$ cat src/core/stp_pkg.sv
// Shared constants and code tables for the transmit coding path
package stp_pkg;

  ////////////////////////////////////////////////////////////////////////////
  // Sizes
  localparam int LANES_DEF = 4;
  localparam int FIFO_DEPTH = 4;
  localparam int CHAR_W = 8;
  localparam int ENTRY_W = 11;

  // Entry layout: control flag, force enable, force value, byte
  localparam int F_CTRL = 10;
  localparam int F_FE = 9;
  localparam int F_FV = 8;

  ////////////////////////////////////////////////////////////////////////////
  // Symbol timing, one serial bit per clock
  localparam logic [3:0] BIT_FIRST = 4'h0;
  localparam logic [3:0] BIT_LAST = 4'h9;

  // Reset values
  localparam logic RD_RESET = 1'h0;
  localparam logic WORD_REQ_RESET = 1'h1;

  ////////////////////////////////////////////////////////////////////////////
  // Code tables, 1 in rd means positive disparity
  localparam logic [7:0] IDLE_CHAR = 8'hbc;
  localparam logic [4:0] K28_IDX = 5'h1c;
  localparam logic [2:0] Y7_IDX = 3'h7;
  localparam logic [31:0] K_X7_SET = 32'h68800000;
  localparam logic [5:0] K28_6B = 6'h0f;
  localparam logic [5:0] D7_6B = 6'h38;
  localparam logic [3:0] A7_4B = 4'h7;
  localparam logic [3:0] D3_4B = 4'hc;

  // Six-bit codes for negative disparity, abcdei with a leftmost
  localparam logic [0:31][5:0] TBL_6B = {
    6'h27, 6'h1d, 6'h2d, 6'h31, 6'h35, 6'h29, 6'h19, 6'h38,
    6'h39, 6'h25, 6'h15, 6'h34, 6'h0d, 6'h2c, 6'h1c, 6'h17,
    6'h1b, 6'h23, 6'h13, 6'h32, 6'h0b, 6'h2a, 6'h1a, 6'h3a,
    6'h33, 6'h26, 6'h16, 6'h36, 6'h0e, 6'h2e, 6'h1e, 6'h2b};

  // Four-bit codes fghj for negative disparity, data then K28 rows
  localparam logic [0:7][3:0] TBL_4B = {
    4'hb, 4'h9, 4'h5, 4'hc, 4'hd, 4'ha, 4'h6, 4'he};
  localparam logic [0:7][3:0] TBL_4B_K28 = {
    4'hb, 4'h6, 4'ha, 4'hc, 4'hd, 4'h5, 4'h9, 4'h7};

endpackage

$ cat src/core/stp_tx_if.sv
// Fabric-to-transceiver transmit word interface
`timescale 1ns/10ps
interface stp_tx_if #(
  parameter int LANES = 4
);
  logic word_req;
  logic word_vld;
  logic [8*LANES-1:0] tx_parallel_char_bits;
  logic [LANES-1:0] tx_char_is_control;
  logic [LANES-1:0] tx_disparity_force_enable;
  logic [LANES-1:0] tx_disparity_force_value;
  logic fifo_bypass;
  logic enc_bypass;
  logic tx_running_disparity_out;
  logic [LANES-1:0] tx_invalid_control_code_error;
  logic fifo_overflow;
  logic fifo_underflow;

  modport dev (
    input word_vld, tx_parallel_char_bits, tx_char_is_control,
    input tx_disparity_force_enable, tx_disparity_force_value,
    input fifo_bypass, enc_bypass,
    output word_req, tx_running_disparity_out, tx_invalid_control_code_error,
    output fifo_overflow, fifo_underflow
  );

  modport fab (
    output word_vld, tx_parallel_char_bits, tx_char_is_control,
    output tx_disparity_force_enable, tx_disparity_force_value,
    output fifo_bypass, enc_bypass,
    input word_req, tx_running_disparity_out, tx_invalid_control_code_error,
    input fifo_overflow, fifo_underflow
  );
endinterface

$ cat src/core/stp_enc.sv
// Combinational 8b/10b character encoder with control-code check
`timescale 1ns/10ps
module stp_enc (
  // Character in
  input wire logic [7:0] byte_i,
  input wire logic k_i,
  input wire logic rd_i,
  // Code out
  output logic [9:0] sym_o,
  output logic rd_o,
  output logic kerr_o
);

  logic k28;
  logic kval;
  logic u6;
  logic u4;
  logic rd6;
  logic [5:0] c6;
  logic [3:0] t4;
  logic [2:0] y;

  always_comb
  begin
    y = byte_i[7:5];
    k28 = k_i && (byte_i[4:0] == stp_pkg::K28_IDX);
    kval = k28 || ((y == stp_pkg::Y7_IDX) && stp_pkg::K_X7_SET[byte_i[4:0]]);
    kerr_o = k_i && !kval; // [RQ17]
    // Invalid control bytes still go out as data so the line keeps running
    c6 = k28 ? stp_pkg::K28_6B : stp_pkg::TBL_6B[byte_i[4:0]]; // [RQ15] [RQ16]
    u6 = ($countones(c6) != 3);
    rd6 = rd_i ^ u6;
    if (rd_i && (u6 || (c6 == stp_pkg::D7_6B)))
    begin
      c6 = ~c6;
    end
    t4 = k28 ? stp_pkg::TBL_4B_K28[y] : stp_pkg::TBL_4B[y];
    // Alternate y7 avoids a run of five equal bits across the boundary
    if ((y == stp_pkg::Y7_IDX) && !k28 && ((k_i && kval) ||
        (!rd6 && c6[1] && c6[0]) || (rd6 && !c6[1] && !c6[0])))
    begin
      t4 = stp_pkg::A7_4B; // [RQ16]
    end
    u4 = ($countones(t4) != 2);
    if (rd6 && (u4 || (t4 == stp_pkg::D3_4B) || k28))
    begin
      t4 = ~t4;
    end
    sym_o = {c6, t4};
    rd_o = rd6 ^ u4;
  end

endmodule

$ cat src/core/stp_tx_pcs.sv
// Device end: word intake, four-entry FIFO, encoder and serializer
`timescale 1ns/10ps
////////////////////////////////////////////////////////////////////////////////
// Contract
// [RQ1] Fabric clocks ratio follows fabric word width
// [RQ2] Slower clock edges meet faster falling edges
// [RQ3] One, two or four characters, 8 or 10 bits
// [RQ4] In 8-bit mode extra bits steer encoder
// [RQ5] Raw order: force enable, force value, bits 7..0
// [RQ6] Lowest byte of a word goes out first
// [RQ7] Running disparity starts negative
// [RQ8] Running disparity always visible to fabric
// [RQ9] Per-character force bits set disparity before byte
// [RQ10] Fabric clock frequency-locked, one cycle wander
// [RQ11] Transmit FIFO holds four entries
// [RQ12] FIFO overflow and underflow reported to fabric
// [RQ13] FIFO can be bypassed
// [RQ14] Encoder can be bypassed for raw characters
// [RQ15] Eight bits plus control flag give ten
// [RQ16] Control flag selects control or data code
// [RQ17] Unknown control byte raises invalid-code error
// [RQ18] Invalid-code error per lane, aligned to word
module stp_tx_pcs #(
  parameter int LANES = stp_pkg::LANES_DEF,
  parameter int DEPTH = stp_pkg::FIFO_DEPTH
) (
  // Clock and reset
  input wire logic clk_i,
  input wire logic rst_n_i,
  // Fabric side
  stp_tx_if.dev fab,
  // Serializer side
  output logic ser_bit_o,
  output logic sym_start_o,
  output logic [9:0] tx_sym_o
);

  localparam int EW = stp_pkg::ENTRY_W;
  localparam int WW = EW * LANES;
  localparam int LBW = (LANES > 1) ? $clog2(LANES) : 1;
  localparam int PW = (DEPTH > 1) ? $clog2(DEPTH) : 1;
  localparam logic [LBW-1:0] LANE_LAST = LBW'(LANES - 1);
  localparam logic [PW-1:0] PTR_LAST = PW'(DEPTH - 1);
  localparam logic [PW:0] FULL_CNT = (PW + 1)'(DEPTH);

  logic [3:0] bit_ff;
  logic [LBW-1:0] lane_ff;
  logic char_start, word_end, fifo_empty, fifo_full, push, pop;
  logic [WW-1:0] in_word, byp_ff, word_ff;
  logic [WW-1:0] mem_ff [DEPTH];
  logic [PW-1:0] wr_ptr_ff, rd_ptr_ff;
  logic [PW:0] cnt_ff;
  logic byp_vld_ff, word_vld_ff, idle, raw, k, fe, fv;
  logic [EW-1:0] entry;
  logic [7:0] byte_sel;
  logic enc_rd_in, enc_rd_out, enc_kerr, rd_ff;
  logic [9:0] enc_sym, sh_ff, sym_ff;
  logic [LANES-1:0] kacc_ff, kerr_ff;
  logic ovf_ff, unf_ff, word_req_ff, sym_start_ff;

  ////////////////////////////////////////////////////////////////////////////
  // Symbol and lane cadence; one word per LANES symbols keeps the rate locked
  assign char_start = (bit_ff == stp_pkg::BIT_FIRST);
  assign word_end = (bit_ff == stp_pkg::BIT_LAST) && (lane_ff == LANE_LAST);

  always_ff @(posedge clk_i)
  begin
    if (!rst_n_i)
    begin
      bit_ff <= stp_pkg::BIT_FIRST;
      lane_ff <= '0;
    end
    else if (bit_ff == stp_pkg::BIT_LAST)
    begin
      bit_ff <= stp_pkg::BIT_FIRST;
      lane_ff <= (lane_ff == LANE_LAST) ? '0 : lane_ff + 1'b1; // [RQ6]
    end
    else
    begin
      bit_ff <= bit_ff + 4'h1;
    end
  end

  // Request marks the first cycle of every word period
  always_ff @(posedge clk_i)
  begin
    word_req_ff <= rst_n_i ? word_end : stp_pkg::WORD_REQ_RESET; // [RQ10]
  end

  assign fab.word_req = word_req_ff;

  ////////////////////////////////////////////////////////////////////////////
  // Word packing, lane 0 in the low bits
  always_comb
  begin
    in_word = '0;
    for (int l = 0; l < LANES; l++)
    begin
      in_word[l*EW +: EW] = {fab.tx_char_is_control[l], fab.tx_disparity_force_enable[l],
                             fab.tx_disparity_force_value[l],
                             fab.tx_parallel_char_bits[l*stp_pkg::CHAR_W +: stp_pkg::CHAR_W]}; // [RQ3]
    end
  end

  ////////////////////////////////////////////////////////////////////////////
  // Transmit FIFO; no fall-through, so a word written in the pop cycle waits
  assign fifo_empty = (cnt_ff == '0);
  assign fifo_full = (cnt_ff == FULL_CNT);
  assign push = fab.word_vld && !fab.fifo_bypass && (!fifo_full || word_end);
  assign pop = word_end && !fab.fifo_bypass && !fifo_empty;

  always_ff @(posedge clk_i)
  begin
    if (push)
      mem_ff[wr_ptr_ff] <= in_word; // [RQ11]
  end

  always_ff @(posedge clk_i)
  begin
    if (!rst_n_i || fab.fifo_bypass)
    begin
      wr_ptr_ff <= '0;
      rd_ptr_ff <= '0;
      cnt_ff <= '0;
    end
    else
    begin
      if (push)
        wr_ptr_ff <= (wr_ptr_ff == PTR_LAST) ? '0 : wr_ptr_ff + 1'b1;
      if (pop)
        rd_ptr_ff <= (rd_ptr_ff == PTR_LAST) ? '0 : rd_ptr_ff + 1'b1;
      case ({push, pop})
        2'b10: cnt_ff <= cnt_ff + 1'b1;
        2'b01: cnt_ff <= cnt_ff - 1'b1;
        default: cnt_ff <= cnt_ff;
      endcase
    end
  end

  // Bypass keeps a single word; a new word in the take cycle still lands
  always_ff @(posedge clk_i)
  begin
    if (!rst_n_i)
    begin
      byp_ff <= '0;
      byp_vld_ff <= 1'b0;
    end
    else if (fab.word_vld && fab.fifo_bypass)
    begin
      byp_ff <= in_word; // [RQ13]
      byp_vld_ff <= 1'b1;
    end
    else if (word_end)
    begin
      byp_vld_ff <= 1'b0;
    end
  end

  // Overflow and underflow, one-cycle pulses
  always_ff @(posedge clk_i)
  begin
    if (!rst_n_i)
    begin
      ovf_ff <= 1'b0;
      unf_ff <= 1'b0;
    end
    else
    begin
      ovf_ff <= fab.word_vld && !word_end && (fab.fifo_bypass ? byp_vld_ff : fifo_full); // [RQ12]
      unf_ff <= word_end && (fab.fifo_bypass ? !byp_vld_ff : fifo_empty); // [RQ12]
    end
  end

  assign fab.fifo_overflow = ovf_ff;
  assign fab.fifo_underflow = unf_ff;

  ////////////////////////////////////////////////////////////////////////////
  // Current word; a missing word is filled with idle commas
  always_ff @(posedge clk_i)
  begin
    if (!rst_n_i)
    begin
      word_ff <= '0;
      word_vld_ff <= 1'b0;
    end
    else if (word_end)
    begin
      word_ff <= fab.fifo_bypass ? byp_ff : mem_ff[rd_ptr_ff];
      word_vld_ff <= fab.fifo_bypass ? byp_vld_ff : !fifo_empty;
    end
  end

  always_comb
  begin
    entry = word_ff[lane_ff*EW +: EW]; // [RQ6]
    idle = !word_vld_ff;
    byte_sel = idle ? stp_pkg::IDLE_CHAR : entry[stp_pkg::CHAR_W-1:0];
    k = idle || entry[stp_pkg::F_CTRL];
    fe = !idle && entry[stp_pkg::F_FE];
    fv = entry[stp_pkg::F_FV];
    raw = fab.enc_bypass && !idle; // [RQ14]
    enc_rd_in = fe ? fv : rd_ff; // [RQ4] [RQ9]
  end

  stp_enc u_enc (
    .byte_i(byte_sel),
    .k_i(k),
    .rd_i(enc_rd_in),
    .sym_o(enc_sym),
    .rd_o(enc_rd_out),
    .kerr_o(enc_kerr)
  );

  ////////////////////////////////////////////////////////////////////////////
  // Serializer, bit 9 first
  always_ff @(posedge clk_i)
  begin
    if (!rst_n_i)
    begin
      sh_ff <= '0;
      sym_ff <= '0;
      sym_start_ff <= 1'b0;
    end
    else
    begin
      sym_start_ff <= char_start;
      if (char_start)
      begin
        sh_ff <= raw ? {fe, fv, byte_sel} : enc_sym; // [RQ5] [RQ15]
        sym_ff <= raw ? {fe, fv, byte_sel} : enc_sym;
      end
      else
        sh_ff <= {sh_ff[8:0], 1'b0};
    end
  end

  assign ser_bit_o = sh_ff[9];
  assign sym_start_o = sym_start_ff;
  assign tx_sym_o = sym_ff;

  // Raw characters carry no known disparity, so the tracker holds
  always_ff @(posedge clk_i)
  begin
    if (!rst_n_i)
      rd_ff <= stp_pkg::RD_RESET; // [RQ7]
    else if (char_start && !raw)
      rd_ff <= enc_rd_out; // [RQ9]
  end

  assign fab.tx_running_disparity_out = rd_ff; // [RQ8]

  ////////////////////////////////////////////////////////////////////////////
  // Invalid control codes, gathered per lane and published per word
  always_ff @(posedge clk_i)
  begin
    if (!rst_n_i)
    begin
      kacc_ff <= '0;
      kerr_ff <= '0;
    end
    else
    begin
      if (char_start)
        kacc_ff[lane_ff] <= enc_kerr && !raw && !idle; // [RQ17]
      if (word_end)
        kerr_ff <= kacc_ff; // [RQ18]
    end
  end

  assign fab.tx_invalid_control_code_error = kerr_ff;

endmodule

$ cat src/flat_wrapper.sv
// flat-port wrapper written by rule: the top's interface ports become plain ports
module stp_tx_pcs_flat 
#(
  parameter int LANES = stp_pkg::LANES_DEF,
  parameter int DEPTH = stp_pkg::FIFO_DEPTH
)
  (clk_i, rst_n_i, ser_bit_o, sym_start_o, tx_sym_o, fab_word_vld, fab_tx_parallel_char_bits, fab_tx_char_is_control, fab_tx_disparity_force_enable, fab_tx_disparity_force_value, fab_fifo_bypass, fab_enc_bypass, fab_word_req, fab_tx_running_disparity_out, fab_tx_invalid_control_code_error, fab_fifo_overflow, fab_fifo_underflow);
  stp_tx_if #(.LANES(LANES)) fab_i ();
  input wire logic clk_i;
  input wire logic rst_n_i;
  output logic ser_bit_o;
  output logic sym_start_o;
  output logic [9:0] tx_sym_o;
  input wire logic [$bits(fab_i.word_vld)-1:0] fab_word_vld;
  input wire logic [$bits(fab_i.tx_parallel_char_bits)-1:0] fab_tx_parallel_char_bits;
  input wire logic [$bits(fab_i.tx_char_is_control)-1:0] fab_tx_char_is_control;
  input wire logic [$bits(fab_i.tx_disparity_force_enable)-1:0] fab_tx_disparity_force_enable;
  input wire logic [$bits(fab_i.tx_disparity_force_value)-1:0] fab_tx_disparity_force_value;
  input wire logic [$bits(fab_i.fifo_bypass)-1:0] fab_fifo_bypass;
  input wire logic [$bits(fab_i.enc_bypass)-1:0] fab_enc_bypass;
  output wire logic [$bits(fab_i.word_req)-1:0] fab_word_req;
  output wire logic [$bits(fab_i.tx_running_disparity_out)-1:0] fab_tx_running_disparity_out;
  output wire logic [$bits(fab_i.tx_invalid_control_code_error)-1:0] fab_tx_invalid_control_code_error;
  output wire logic [$bits(fab_i.fifo_overflow)-1:0] fab_fifo_overflow;
  output wire logic [$bits(fab_i.fifo_underflow)-1:0] fab_fifo_underflow;
  assign fab_i.word_vld = fab_word_vld;
  assign fab_i.tx_parallel_char_bits = fab_tx_parallel_char_bits;
  assign fab_i.tx_char_is_control = fab_tx_char_is_control;
  assign fab_i.tx_disparity_force_enable = fab_tx_disparity_force_enable;
  assign fab_i.tx_disparity_force_value = fab_tx_disparity_force_value;
  assign fab_i.fifo_bypass = fab_fifo_bypass;
  assign fab_i.enc_bypass = fab_enc_bypass;
  assign fab_word_req = fab_i.word_req;
  assign fab_tx_running_disparity_out = fab_i.tx_running_disparity_out;
  assign fab_tx_invalid_control_code_error = fab_i.tx_invalid_control_code_error;
  assign fab_fifo_overflow = fab_i.fifo_overflow;
  assign fab_fifo_underflow = fab_i.fifo_underflow;
  stp_tx_pcs #(.LANES(LANES), .DEPTH(DEPTH)) u_core (.clk_i(clk_i), .rst_n_i(rst_n_i), .fab(fab_i), .ser_bit_o(ser_bit_o), .sym_start_o(sym_start_o), .tx_sym_o(tx_sym_o));
endmodule
$ cat config.mk
export PLATFORM = sky130hd
export DESIGN_NAME = stp_tx_pcs_flat
export DESIGN_NICKNAME = d
export VERILOG_FILES = /design/src/core/stp_pkg.sv /design/src/core/stp_tx_if.sv /design/src/core/stp_enc.sv /design/src/core/stp_tx_pcs.sv /design/src/flat_wrapper.sv
export SDC_FILE = /design/constraint.sdc
export NUM_CORES = 1
export LEC_CHECK = 0
export BUFFER_PORTS_ARGS = -buffer_cell sky130_fd_sc_hd__buf_2
export CORE_MARGIN = 2
export CORE_UTILIZATION = 60
export CTS_CLUSTER_SIZE = 8
export DETAILED_ROUTE_END_ITERATION = 10
export HOLD_SLACK_MARGIN = 0.03
export PLACE_DENSITY = 0.81
export SYNTH_ARGS = -nofsm -noshare
export SYNTH_HDL_FRONTEND = slang
export SYNTH_SLANG_ARGS = --single-unit
export TNS_END_PERCENT = 5
$ cat constraint.sdc
create_clock -name clk_i -period 8.4 [get_ports clk_i]
set_input_delay 0 -clock clk_i [delete_from_list [all_inputs] [get_ports clk_i]]
set_output_delay 0 -clock clk_i [all_outputs]
set_load 0.01 [all_outputs]
# Word-level counts from Yosys, hierarchy flattened
# Memories as Yosys holds them, arrays and structs flattened. A register that Yosys moved wholly into a read port is not among the register bits.
# Cells that the tools add are included.
[word_totals]
reg_bits = 136
latchBits = 0
ram_bits = 176
mem_bits_ro = 288
inputBits = 49
output_inout_bits = 20
word_cells = 153
mem_count = 5
[classes]
n_addsub = 14
multipliers = 1
div_mod_pow = 0
magnitude_cmp = 5
n_eq_ne = 13
shifts = 1
n_mux = 33
bitwise_logic = 7
n_reduce_logical = 55
[mem_list]
columns = ["memory", "depth", "width", "rd", "rd_clocked_by_memory_dff", "wr", "line_no", "rtl"]
rows = [
  ["(no name shown)", 32, 6, 1, 0, 0, "stp_enc.sv:30", "c6 = k28 ? stp_pkg::K28_6B : stp_pkg::TBL_6B[byte_i[4:0]];"],
  ["u_core.mem_ff", 4, 44, 1, 1, 1, "stp_tx_pcs.sv:50", "logic [WW-1:0] mem_ff [DEPTH];"],
  ["(no name shown)", 8, 4, 1, 0, 0, "stp_enc.sv:37", "t4 = k28 ? stp_pkg::TBL_4B_K28[y] : stp_pkg::TBL_4B[y];"],
  ["(no name shown)", 8, 4, 1, 0, 0, "stp_enc.sv:37", ""],
  ["(no name shown)", 32, 1, 1, 0, 0, "stp_enc.sv:27", "kval = k28 || ((y == stp_pkg::Y7_IDX) && stp_pkg::K_X7_SET[byte_i[4:0]]);"],
]
[op_table]
columns = ["cell", "n"]
rows = [
  ["44-bit 2-to-1 mux", 1],
  ["44-bit by 7-bit variable part select with 11-bit output", 1],
  ["4-bit 2-to-1 mux", 7],
  ["1-bit logical AND", 27],
  ["6-bit 2-to-1 mux", 4],
  ["10-bit 2-to-1 mux", 2],
  ["1-bit zero test", 13],
  ["1-bit by 1-bit adder with 2-bit output", 5],
  ["1-bit 2-to-1 mux", 10],
  ["2-bit 2-to-1 mux", 5],
  ["1-bit logical OR", 9],
  ["2-bit equality test (second input constant)", 4],
  ["4-bit equality test (second input constant)", 2],
  ["8-bit 2-to-1 mux", 1],
  ["2-bit by 1-bit adder with 2-bit output (second input constant)", 3],
  ["2-bit by 2-bit adder with 3-bit output", 2],
  ["3-bit equality test (second input constant)", 2],
  ["6-bit equality test (second input constant)", 1],
  ["6-bit greater-or-equal comparator (second input constant)", 1],
  ["5-bit by 6-bit less-than comparator with 1-bit output (second input constant)", 1],
  ["2-bit by 4-bit multiplier with 6-bit output (second input constant)", 1],
  ["5-bit NOT with 6-bit output", 1],
  ["6-bit NOT", 1],
  ["3-bit one-hot mux with 2 select lines", 1],
  ["other kinds (22)", 24],
]

# Logic depth before layout (Yosys ltp)
# Gate-level depths: netlist (run 1).
[logic_depth]
ltp_word = 30
depth_mapped = 33
depth_no_buf = 31

# By module
# A second synthesis (run 1) with hierarchy kept.
[hier_totals]
hier_cells = 1127
hier_area_um2 = 13872.1
[modules_own_cells]
columns = ["module", "instances", "cells_each", "area_each_um2", "seq_area_each_um2"]
rows = [
  ["stp_tx_pcs", 1, 978, 12660.9, 8047.7],
  ["stp_enc", 1, 149, 1211.2, 0.0],
]

# Worst setup path after synthesis (run 1)
# Ideal clock, no wire load.
[synth_timing]
path_kind = "flip-flop to flip-flop"
from = "register u_core.lane_ff[0]"
to = "register u_core.sym_ff[0], in the netlist u_core.tx_sym_o[0]"
t_arrival_ps = 7278
required_ps = 8268
slack_ps = 991
path_stages_with_launch = 32
period_less_slack_ps = 7409
path_cell_list = "dfxtp_1 > buf_6 > buf_4 > mux4_2 > nand2_1 > inv_1 > ha_1 > nor2_1 > a31oi_1 > o32ai_1 > nand2_1 > fa_1 > fa_1 > ha_1 > inv_1 > fa_1 > nor2_1 > xor2_1 > o2111ai_1 > mux2_4 > nand3_2 > a21oi_1 > inv_1 > fa_1 > ha_1 > ha_1 > nor3b_1 > a21boi_0 > a211oi_2 > a21bo_1 > a31oi_1 > a21oi_1"
[synth_via]
elab_chain_len = 29
[synth_rtl]
columns = ["item", "line_no", "rtl"]
rows = [
  ["start, declared", "stp_tx_pcs.sv:47", "logic [LBW-1:0] lane_ff;"],
  ["start signal, assigned", "stp_tx_pcs.sv:76", "lane_ff <= (lane_ff == LANE_LAST) ? '0 : lane_ff + 1'b1;"],
  ["2-bit by 4-bit multiplier with 6-bit output *", "stp_tx_pcs.sv:195", "entry = word_ff[lane_ff*EW +: EW];"],
  ["44-bit by 7-bit variable part select with 11-bit output *", "stp_tx_pcs.sv:195", ""],
  ["8-bit 2-to-1 mux", "stp_tx_pcs.sv:197", "byte_sel = idle ? stp_pkg::IDLE_CHAR : entry[stp_pkg::CHAR_W-1:0];"],
  ["5-bit NOT with 6-bit output (implied by the code)", "stp_enc.sv:30", ""],
  ["memory read 32 x 6 bit", "-", ""],
  ["6-bit 2-to-1 mux (implied by the code) (2 in a row)", "stp_enc.sv:30", ""],
  ["6-bit 2-to-1 mux", "stp_enc.sv:30", ""],
  ["1-bit by 1-bit adder with 2-bit output (implied by the code)", "stp_enc.sv:31", "u6 = ($countones(c6) != 3);"],
  ["(+11 left out)", "-", ""],
  ["4-bit 2-to-1 mux", "stp_enc.sv:39", "if ((y == stp_pkg::Y7_IDX) && !k28 && ((k_i && kval) ||"],
  ["1-bit by 1-bit adder with 2-bit output (implied by the code)", "stp_enc.sv:44", "u4 = ($countones(t4) != 2);"],
  ["2-bit by 2-bit adder with 3-bit output (implied by the code)", "stp_enc.sv:44", ""],
  ["3-bit by 2-bit != test with 1-bit output", "stp_enc.sv:44", ""],
  ["1-bit logical OR (2 in a row)", "stp_enc.sv:45", "if (rd6 && (u4 || (t4 == stp_pkg::D3_4B) || k28))"],
  ["1-bit logical AND", "stp_enc.sv:45", ""],
  ["4-bit 2-to-1 mux", "stp_enc.sv:45", ""],
  ["10-bit 2-to-1 mux *", "stp_tx_pcs.sv:230", "sym_ff <= raw ? {fe, fv, byte_sel} : enc_sym;"],
  ["end signal, assigned", "stp_tx_pcs.sv:230", ""],
  ["end, declared", "stp_tx_pcs.sv:57", "logic [9:0] enc_sym, sh_ff, sym_ff;"],
]
# Every way passes the cells marked *; elsewhere a longest branch is shown, timed or not. The select of a mux whose other input is x is not followed.
# A chain may end at the register's enable or synchronous reset.

# Final worst setup path (run 1)
# Same ends and word-level chain as after synthesis.

==> results of run 1 <==
==> layout make-up <==
class                           count  share of cell area [%]
Clock inverter                      2                  0.2939
Inverter                           32                  0.7704
Sequential cell                   314                   51.10
Multi-Input combinational cell    628                   31.67
Clock buffer                       76                   8.085
Timing Repair Buffer              130                   5.861
Tap cell                          280                   2.224
==> state kept, by name, indices dropped and copies added (netlist names), 2 cells and up, named ones only <==
| signal | flops |
|---|---|
| u_core.bit_ff | 4 |
| u_core.lane_ff | 2 |
| u_core.word_ff | 44 |
| u_core.sh_ff | 10 |
| u_core.rd_ptr_ff | 2 |
| u_core.tx_sym_o | 10 |
| u_core.mem_ff | 176 |
| u_core.fab.tx_invalid_control_code_error | 4 |
| u_core.byp_ff | 44 |
| u_core.kacc_ff | 4 |
| u_core.wr_ptr_ff | 2 |
| u_core.cnt_ff | 3 |
==> routing by layer <==
metal | global-route usage [%] | vias to the layer above | routed length [um]
met5 | 0 | - | 0
met1 | 33.77 | 4286 | 12390
met3 | 4.480 | 66 | 1822
li1 | - | 4063 | -
met4 | 10.00 | 0 | 1051
met2 | 43.20 | 314 | 14950
==> timing repair <==
| item | in CTS | in global routing |
|---|---|---|
| endpoints found under the hold margin | 238 | 0 |
| resized for setup | 0 | 2 |
| hold buffers | 47 | 0 |
| setup endpoints to repair | 0 | 6 |
==> cells in the final DEF (no fill, tap or decap), types with 3 or more instances in the layout <==
cell and count:
a211oi_1 50, a21o_1 11, a21oi_1 76, a31oi_1 6
and2_1 6, and2_2 5, and3_1 3, buf_2 68
buf_4 15, clkbuf_1 29, clkbuf_16 46, dfxtp_1 136
dlygate4sd3_1 47, edfxtp_1 176, fa_1 5, ha_1 26
inv_1 31, mux2_2 6, mux2i_1 57, mux4_1 4
mux4_2 51, nand2_1 136, nand2b_1 6, nand3_1 9
nand3b_1 3, nand4_1 3, nor2_1 77, nor3_1 7
nor3b_1 3, o211ai_1 3, o21ai_0 13, xnor2_1 4
xor2_1 5
==> cells by family (layout without fill, tap and decap cells) <==
group,Yosys count,after routing,synth area share [%]
flops,314,314,60.12
simple gates,276,276,9.281
compound gates,191,191,9.618
mux,119,120,14.22
buf+inv,95,240,2.935
fa+ha+maj,31,31,3.178
xor+xnor,10,10,0.6542
==> power breakdown <==
group          total, mW  leakage, nW  internal (mW)  switching, mW
logic              0.183         2.28         0.0750          0.108
clock network       1.65        0.627           1.02          0.631
registers           1.68         2.72           1.67         0.0170
total               3.52         5.63           2.77          0.756
==> path summary, 6_finish.rpt <==
check,start,endpoint,slack [ns],depth (start not counted)
worst max-delay path,u_core.lane_ff[0]$_SDFFE_PN0P_,u_core.tx_sym_o[0]$_SDFFE_PN0P_,0.56,27
worst min-delay path,fab_tx_parallel_char_bits[29],u_core.mem_ff[2][38]$_DFFE_PP_,0.23,2
worst max register to register,u_core.lane_ff[0]$_SDFFE_PN0P_,u_core.tx_sym_o[0]$_SDFFE_PN0P_,0.56,27
worst min register to register,u_core.sh_ff[6]$_SDFF_PN0_,u_core.sh_ff[7]$_SDFF_PN0_,0.42,2
==> per-stage QoR <==
step / cell area, sq um / cells
global route: 15750 / 1462
global placement: 13930 / 1336
detailed placement: 13930 / 1336
floorplan: 13390 / 1036
CTS: 15720 / 1461
finish: 15750 / 1462
==> critical path: cells and delay by family (launching register included) <==
kind                     cells  cell delay [ns]
adder cells (fa/ha/maj)      7             2.54
AO/OA/AOI/OAI                8             1.71
multiplexers                 3             1.26
AND/OR/NAND/NOR              5             0.95
buffers and inverters        3             0.49
flip-flops                   1             0.40
XOR/XNOR                     1             0.32
==> results.cfg, run 1 <==
[layout]
synthToLayoutAreaGrowth_pct = 17.68
fin_nets = 1231
antennaDiodeCount = 0
drive_gt1_share_pct = 18.61
seq_area_sq_mm = 0.008050
multi_input_area_sq_mm = 0.004989
fillCellCount = 1436
post-route-util_pct = 71.97

[timing]
period_share_pct = 93.30
setup_viol = 0
clock_skew_ns = 0.01475
maxSlewViolCount = 0
setup_ws_ns = 0.5624
hold_violations = 0
setup_tns_ns = 0
fmax_ghz = 0.1276
grt_setup_unrepaired = false
worst_pin_slew_ns = 0.9525
period_needed_ns = 7.838
timing.slew.headroom_pct = 36.50
whs_ns = 0.2302

[global_routing]
grt_overflow_total = 0
grt_max_degree = 95
grt_use_total_pct = 25.73
grt_pass1_wl_mm = 47.49
antenna_found_initial = 0
grt_pass1_vias = 8643

[yosys]
synth-async-reset-ratio_pct = 0
syn_area_sq_mm = 0.01339
yosys-top-cells-area = edfxtp_1 39%, dfxtp_1 21%, mux4_2 8.6%
synth_edf_count = 176
yosys.area.top_type = edfxtp_1
netlist_top_cells_count = 176 x edfxtp_1, 138 x dfxtp_1, 136 x nand2_1
syn_nets = 1116
yosysWarnings = 0
synth_most_common_cell = edfxtp_1
ys.flop_type = edfxtp_1
synth_cell_types = 75
syn_inst = 1036
ys_seq_elements = 314
synth_top_area_share_pct = 39.48
seq_area_frac_synth_pct = 60.12
synth_area_per_cell_sq_um = 12.92

[route]
drc = 0
dr_total_vias = 8729
drt-vias-per-instance = 5.971
drt-initial-drc-count = 714
drt-pass1-iter-count = 5
avgRoutedWirePerCell_um = 20.66
antenna_left = 0
routed_wl_mm = 30.21

[die]
core_sq_mm = 0.02189
rows = 54
num_io_pins = 69
die_w_um = 153.4
dieHeight_um = 153.4
start_util_pct = 61.15
die_area_sq_mm = 0.02352

[job]
cap_violations = 0

[setup_path]
cp_slowest_cell = mux4_2
crit_path_start_kind = flip-flop
crit_arrival_ns = 8.22
critPathMaxFanout = 19
timing.critical_path.mode_cell = fa_1
worstSetupPathType = reg -> reg
slowest_delay_ns = 0.70
critPathRequiredTime_ns = 8.79
cp-end-kind = flip-flop

[placement]
dpl.hpwl_mm = 17.61
dp_slack_ns = 0.3673
gp_congestion = 0.8877
io_buffers = 68

[min_path]
min_path_type = in -> reg

[pwr]
peakVddDrop_mv = 0.1710
p_total_mw = 3.521
p_leak_nw = 5.626
p_per_area_mw_per_mm2 = 223.5

[clock_tree]
root_buffer = clkbuf_16
cts_setup_buffers = 0
cts_buffers = 45
clkTransAtPathRegs_ns = 0.05
cts_num_sinks = 314
htreeDepth = 2
worstSkewPairLatency_ns = 0.54
cts_tree = yes
cts_buffer_depth = 3

[run_status]
outcome = finished clean
Note: power is estimated with default switching activity, not from simulation.
==> run 2, diff against run 1 <==
--- a/config.mk
+++ b/config.mk
@@ -6,7 +6,6 @@
 export NUM_CORES = 1
 export LEC_CHECK = 0
 export BUFFER_PORTS_ARGS = -buffer_cell sky130_fd_sc_hd__buf_2
-export CORE_MARGIN = 2
 export CORE_UTILIZATION = 60
 export CTS_CLUSTER_SIZE = 8
 export DETAILED_ROUTE_END_ITERATION = 10
==> results.cfg, run 2 (synthesis gave the netlist of run 1 again) <==
[run_status]
outcome = finished clean

[setup_path]
critPathMaxFanout = 21
timing.critical_path.mode_cell = fa_1
reg2reg_slack_ns = 0.63
cp-end-kind = flip-flop
crit_arrival_ns = 8.16
cp_num_buf_inv = 3
cp_slowest_cell = mux4_2
slowest_delay_ns = 0.76
crit_path_start_kind = flip-flop
cp_top_family = adder cells
critPathRequiredTime_ns = 8.79
worstSetupPathType = reg -> reg

[global_routing]
grt_max_degree = 94
grt_use_total_pct = 26.64
grt_overflow_total = 0
grt_pass1_wl_mm = 45.77
grt_pass1_vias = 8592
antenna_found_initial = 0

[layout]
largest_register_ffs = 176
final_cell_mix = 176 x edfxtp_1, 136 x nand2_1, 136 x dfxtp_1, 77 x nor2_1, 76 x a21oi_1
layout_commonest_cell = edfxtp_1
antennaDiodeCount = 0
seq_area_sq_mm = 0.008050
top_register = u_core.mem_ff
synthToLayoutAreaGrowth_pct = 17.66
multi_input_area_sq_mm = 0.004962
drive_gt1_share_pct = 18.70
fin_nets = 1230
biggestRegsByFlops = u_core.mem_ff (176), u_core.byp_ff (44), u_core.word_ff (44)
fillCellCount = 1419
design_area_sq_mm = 0.01575

[pwr]
power_frac_clock_pct = 47.2
p_per_area_mw_per_mm2 = 224.3
p_sw_mw = 0.7621
comb_power_share_pct = 5.1
p_seq_share_pct = 47.6
peakVddDrop_mv = 0.2066
p_leak_nw = 5.623
p_sw_share_pct = 21.57
intPower_mw = 2.771

[die]
num_io_pins = 69
dieHeight_um = 151.4
core_sq_mm = 0.02182
die_area_sq_mm = 0.02291
rows = 54
start_util_pct = 61.34
die_w_um = 151.4

[clock_tree]
root_buffer = clkbuf_16
cts_buffer_depth = 3
clkTransAtPathRegs_ns = 0.05
cts_tree = yes
cts_setup_buffers = 0
cts_buffers = 45
worstSkewPairLatency_ns = 0.54
cts_num_sinks = 314
htreeDepth = 2

[timing]
period_needed_ns = 7.773
clock_skew_ns = 0.01632
setup_viol = 0
maxSlewViolCount = 0
grt_setup_unrepaired = false
period_share_pct = 92.54
setup_tns_ns = 0
timing.slew.headroom_pct = 35.32
worst_pin_slew_ns = 0.9702
hold_violations = 0
fmax_ghz = 0.1287

[route]
drt-pass1-iter-count = 5
routed_wl_mm = 29.31
antenna_left = 0
drc = 0
drt-vias-per-instance = 5.943
avgRoutedWirePerCell_um = 20.05
drt-initial-drc-count = 652
dr_total_vias = 8688

[placement]
post_dp_cell_area_sq_mm = 0.01393
gp_congestion = 0.9136
dpl.hpwl_mm = 17.23
io_buffers = 68

[min_path]
min_path_type = in -> reg

[job]
cap_violations = 0
[run 2: cell count changes in the layout (fill, tap and decap cells not counted)]
cell | before | now
clkinv_8 | 1 | 0
inv_6 | 0 | 1
clkinv_16 | 1 | 2
mux4_1 | 4 | 3
[run 2: worst reg2reg max path: cells and delay by family (launching register included)]
| family | cells | cell delay [ns] |
|---|---|---|
| adders and majority gates | 7 | 2.52 |
| muxes | 3 | 1.35 |
| AOI/OAI and AO/OA | 8 | 1.70 |
| DFF | 1 | 0.38 |
| and+or+nand+nor | 5 | 0.90 |
| xor gates and xnor gates | 1 | 0.33 |
| buffers and inverters | 3 | 0.47 |
[run 2: through the flow]
stage | utilization [%] | hold slack (ns) | instances | total power [mW] | setup slack [ns]
2_1_floorplan | - | 0.09887 | 1036 | 1.810 | 0.9906
3_3_place_gp | 63.82 | 0.2300 | 1336 | 1.868 | 0.5674
3_5_place_dp | 63.82 | 0.2367 | 1336 | 1.875 | 0.4879
4_1_cts | 72.12 | 0.1999 | 1462 | 3.554 | 0.4792
5_1_grt | 72.17 | 0.2268 | 1462 | 3.644 | 0.07136
6_report | 72.17 | 0.2223 | 1462 | 3.534 | 0.6269
[run 2: final cells by class]
class	count	share of cell area, %
Sequential cell	314	51.11
Multi-Input combinational cell	627	31.51
Clock buffer	76	8.087
Timing Repair Buffer	130	5.863
Tap cell	280	2.224
Inverter	32	0.7706
Clock inverter	3	0.4369
[run 2: worst paths after layout]
check,startpoint,cells after the start,end
worst max-delay path,u_core.lane_ff[0]$_SDFFE_PN0P_,27,u_core.tx_sym_o[0]$_SDFFE_PN0P_
worst min-delay path,fab_tx_disparity_force_enable[2],2,u_core.mem_ff[3][31]$_DFFE_PP_
worst max register to register,u_core.lane_ff[0]$_SDFFE_PN0P_,27,u_core.tx_sym_o[0]$_SDFFE_PN0P_
worst min register to register,u_core.sh_ff[6]$_SDFF_PN0_,2,u_core.sh_ff[7]$_SDFF_PN0_
[run 2: power groups by stage]
stage	Combinational, mW	Sequential (mW)	Clock, mW
after floorplan	0.0964	1.71	0
after global placement	0.158	1.71	0
after detailed placement	0.162	1.71	0
after CTS	0.181	1.68	1.69
after global routing	0.199	1.69	1.76
final	0.181	1.68	1.67
[run 2: repair_timing]
action                                  CTS  global route
endpoints found under the setup margin    0             4
hold endpoints to repair                239             0
gates resized for setup                   0             2
hold buffers                             47             0
[run 2: metal layers]
metal,track usage [%],part of all wire (%)
met2,44.70,50
met3,3.946,5.9
met1,34.94,42
met4,10.45,2.7
met5,0,0
==> run 3, diff against run 2 <==
--- a/config.mk
+++ b/config.mk
@@ -6,11 +6,11 @@
 export NUM_CORES = 1
 export LEC_CHECK = 0
 export BUFFER_PORTS_ARGS = -buffer_cell sky130_fd_sc_hd__buf_2
-export CORE_UTILIZATION = 60
+export CORE_UTILIZATION = 40
 export CTS_CLUSTER_SIZE = 8
 export DETAILED_ROUTE_END_ITERATION = 10
 export HOLD_SLACK_MARGIN = 0.03
-export PLACE_DENSITY = 0.81
+export PLACE_DENSITY_LB_ADDON = 0.25
 export SYNTH_ARGS = -nofsm -noshare
 export SYNTH_HDL_FRONTEND = slang
 export SYNTH_SLANG_ARGS = --single-unit
==> results.cfg, run 3 (synthesis gave the netlist of run 1 again) <==
[route]
antenna_left = 0
drt-vias-per-instance = 5.170
drt-initial-drc-count = 531
dr_total_vias = 8412
drc = 0
routed_wl_mm = 30.23
avgRoutedWirePerCell_um = 18.58
drt-pass1-iter-count = 5

[layout]
antennaDiodeCount = 0
synthToLayoutAreaGrowth_pct = 19.20
final_cell_mix = 176 x edfxtp_1, 136 x nand2_1, 135 x dfxtp_1, 77 x nor2_1, 76 x a21oi_1
fin_nets = 1232
top_register = u_core.mem_ff
layout_commonest_cell = edfxtp_1
fillCellCount = 2959
biggestRegsByFlops = u_core.mem_ff (176), u_core.byp_ff (44), u_core.word_ff (44)
largest_register_ffs = 176
drive_gt1_share_pct = 18.65

[timing]
setup_viol = 0
setup_tns_ns = 0
timing.slew.headroom_pct = 40.36
grt_setup_unrepaired = false
period_share_pct = 93.78
fmax_ghz = 0.1269
worst_pin_slew_ns = 0.8946
maxSlewViolCount = 0
period_needed_ns = 7.878
clock_skew_ns = 0.02530
setup_ws_ns = 0.5222
hold_violations = 0

[setup_path]
crit_cells = 27
cp_slowest_cell = mux4_1
critPathRequiredTime_ns = 8.78
r2r-start = u_core.lane_ff[0]$_SDFFE_PN0P_
slowest_delay_ns = 0.70
critPathCapture = u_core.tx_sym_o[0]$_SDFFE_PN0P_
crit_path_start_kind = flip-flop
reg2reg_to = u_core.tx_sym_o[0]$_SDFFE_PN0P_
cp_top_family = adder cells
worstSetupPathType = reg -> reg
rr_worst_depth = 27
startpoint = u_core.lane_ff[0]$_SDFFE_PN0P_
reg2reg_slack_ns = 0.52
crit_arrival_ns = 8.26
cp_num_buf_inv = 2
cp-end-kind = flip-flop
critPathMaxFanout = 6

[clock_tree]
root_buffer = clkbuf_16
cts_setup_buffers = 0
cts_num_sinks = 314
worstSkewPairLatency_ns = 0.54
htreeDepth = 2
cts_buffers = 45
cts_tree = yes
clkTransAtPathRegs_ns = 0.05
cts_buffer_depth = 3

[die]
dieHeight_um = 184.9
die_w_um = 184.9
rows = 66
num_io_pins = 69
start_util_pct = 40.94
core_sq_mm = 0.03270
die_area_sq_mm = 0.03420

[global_routing]
grt_use_total_pct = 18.36
grt_overflow_total = 0
grt_pass1_vias = 8421
grt_max_degree = 94
grt_pass1_wl_mm = 47.89
antenna_found_initial = 0

[placement]
dp_slack_ns = 0.3852
dpl.hpwl_mm = 19.08
io_buffers = 68
gp_congestion = 0.8970

[pwr]
power_frac_clock_pct = 46.8
p_sw_mw = 0.7558
p_leak_nw = 5.625
peakVddDrop_mv = 0.1615
intPower_mw = 2.751
p_per_area_mw_per_mm2 = 219.8
p_sw_share_pct = 21.55
p_seq_share_pct = 48.0
comb_power_share_pct = 5.2

[min_path]
min_path_type = in -> reg
min_path_cells = 2

[job]
cap_violations = 0

[run_status]
outcome = finished clean
## run 3: area by class of cell
class | instances | area [sq um] | share of cell area [%]
Multi-Input combinational cell | 628 | 4990 | 31.27
Sequential cell | 314 | 8051 | 50.46
Timing Repair Buffer | 131 | 933.4 | 5.850
Tap cell | 442 | 553.0 | 3.466
Clock buffer | 77 | 1256 | 7.873
Inverter | 32 | 121.4 | 0.7606
Clock inverter | 3 | 51.30 | 0.3215
## run 3: repair_timing
| action | CTS | global route |
|---|---|---|
| setup endpoints to repair | 0 | 6 |
| hold endpoints to repair | 229 | 0 |
| resized for setup | 0 | 3 |
| hold buffers | 48 | 0 |
## run 3: how the worst min path moves through the flow
stage                                  start                        endpoint  slack [ns]
5_1_grt        fab_tx_parallel_char_bits[27]  u_core.mem_ff[3][36]$_DFFE_PP_        0.23
3_5_place_dp   fab_tx_parallel_char_bits[24]  u_core.mem_ff[0][33]$_DFFE_PP_        0.24
2_1_floorplan   fab_tx_parallel_char_bits[0]   u_core.mem_ff[0][0]$_DFFE_PP_         0.1
6_report       fab_tx_parallel_char_bits[26]  u_core.mem_ff[2][35]$_DFFE_PP_        0.23
3_3_place_gp   fab_tx_parallel_char_bits[16]  u_core.mem_ff[1][22]$_DFFE_PP_        0.23
4_1_cts        fab_tx_parallel_char_bits[26]  u_core.mem_ff[2][35]$_DFFE_PP_        0.21
## run 3: power by group through the flow
stage	sequential (mW)	combinational, mW	clock, mW
after floorplan	1.71	0.0964	0
after detailed placement	1.71	0.168	0
final	1.68	0.182	1.64
after CTS	1.68	0.185	1.68
after global placement	1.71	0.165	0
after global routing	1.68	0.204	1.76
## run 3: per-layer routing
| metal | GRT usage (%) | vias up | share of wire (%) |
|---|---|---|---|
| li1 | - | 4082 | - |
| met1 | 25.34 | 4098 | 46 |
| met2 | 29.50 | 184 | 47 |
| met3 | 3.087 | 48 | 4.4 |
| met4 | 5.752 | 0 | 2.4 |
| met5 | 0 | - | 0 |
## run 3: metrics by stage
step                std cells  cell area [sq um]  hold WS, ns  total power, mW  util, %
CTS                      1626              15920       0.2127            3.550    48.68
finish                   1627              15960       0.2292            3.507    48.79
detailed placement       1498              14130       0.2356            1.880    43.21
global placement         1498              14130       0.2315            1.876    43.21
floorplan                1036              13390      0.09887            1.810        -
global route             1627              15960       0.2325            3.644    48.79
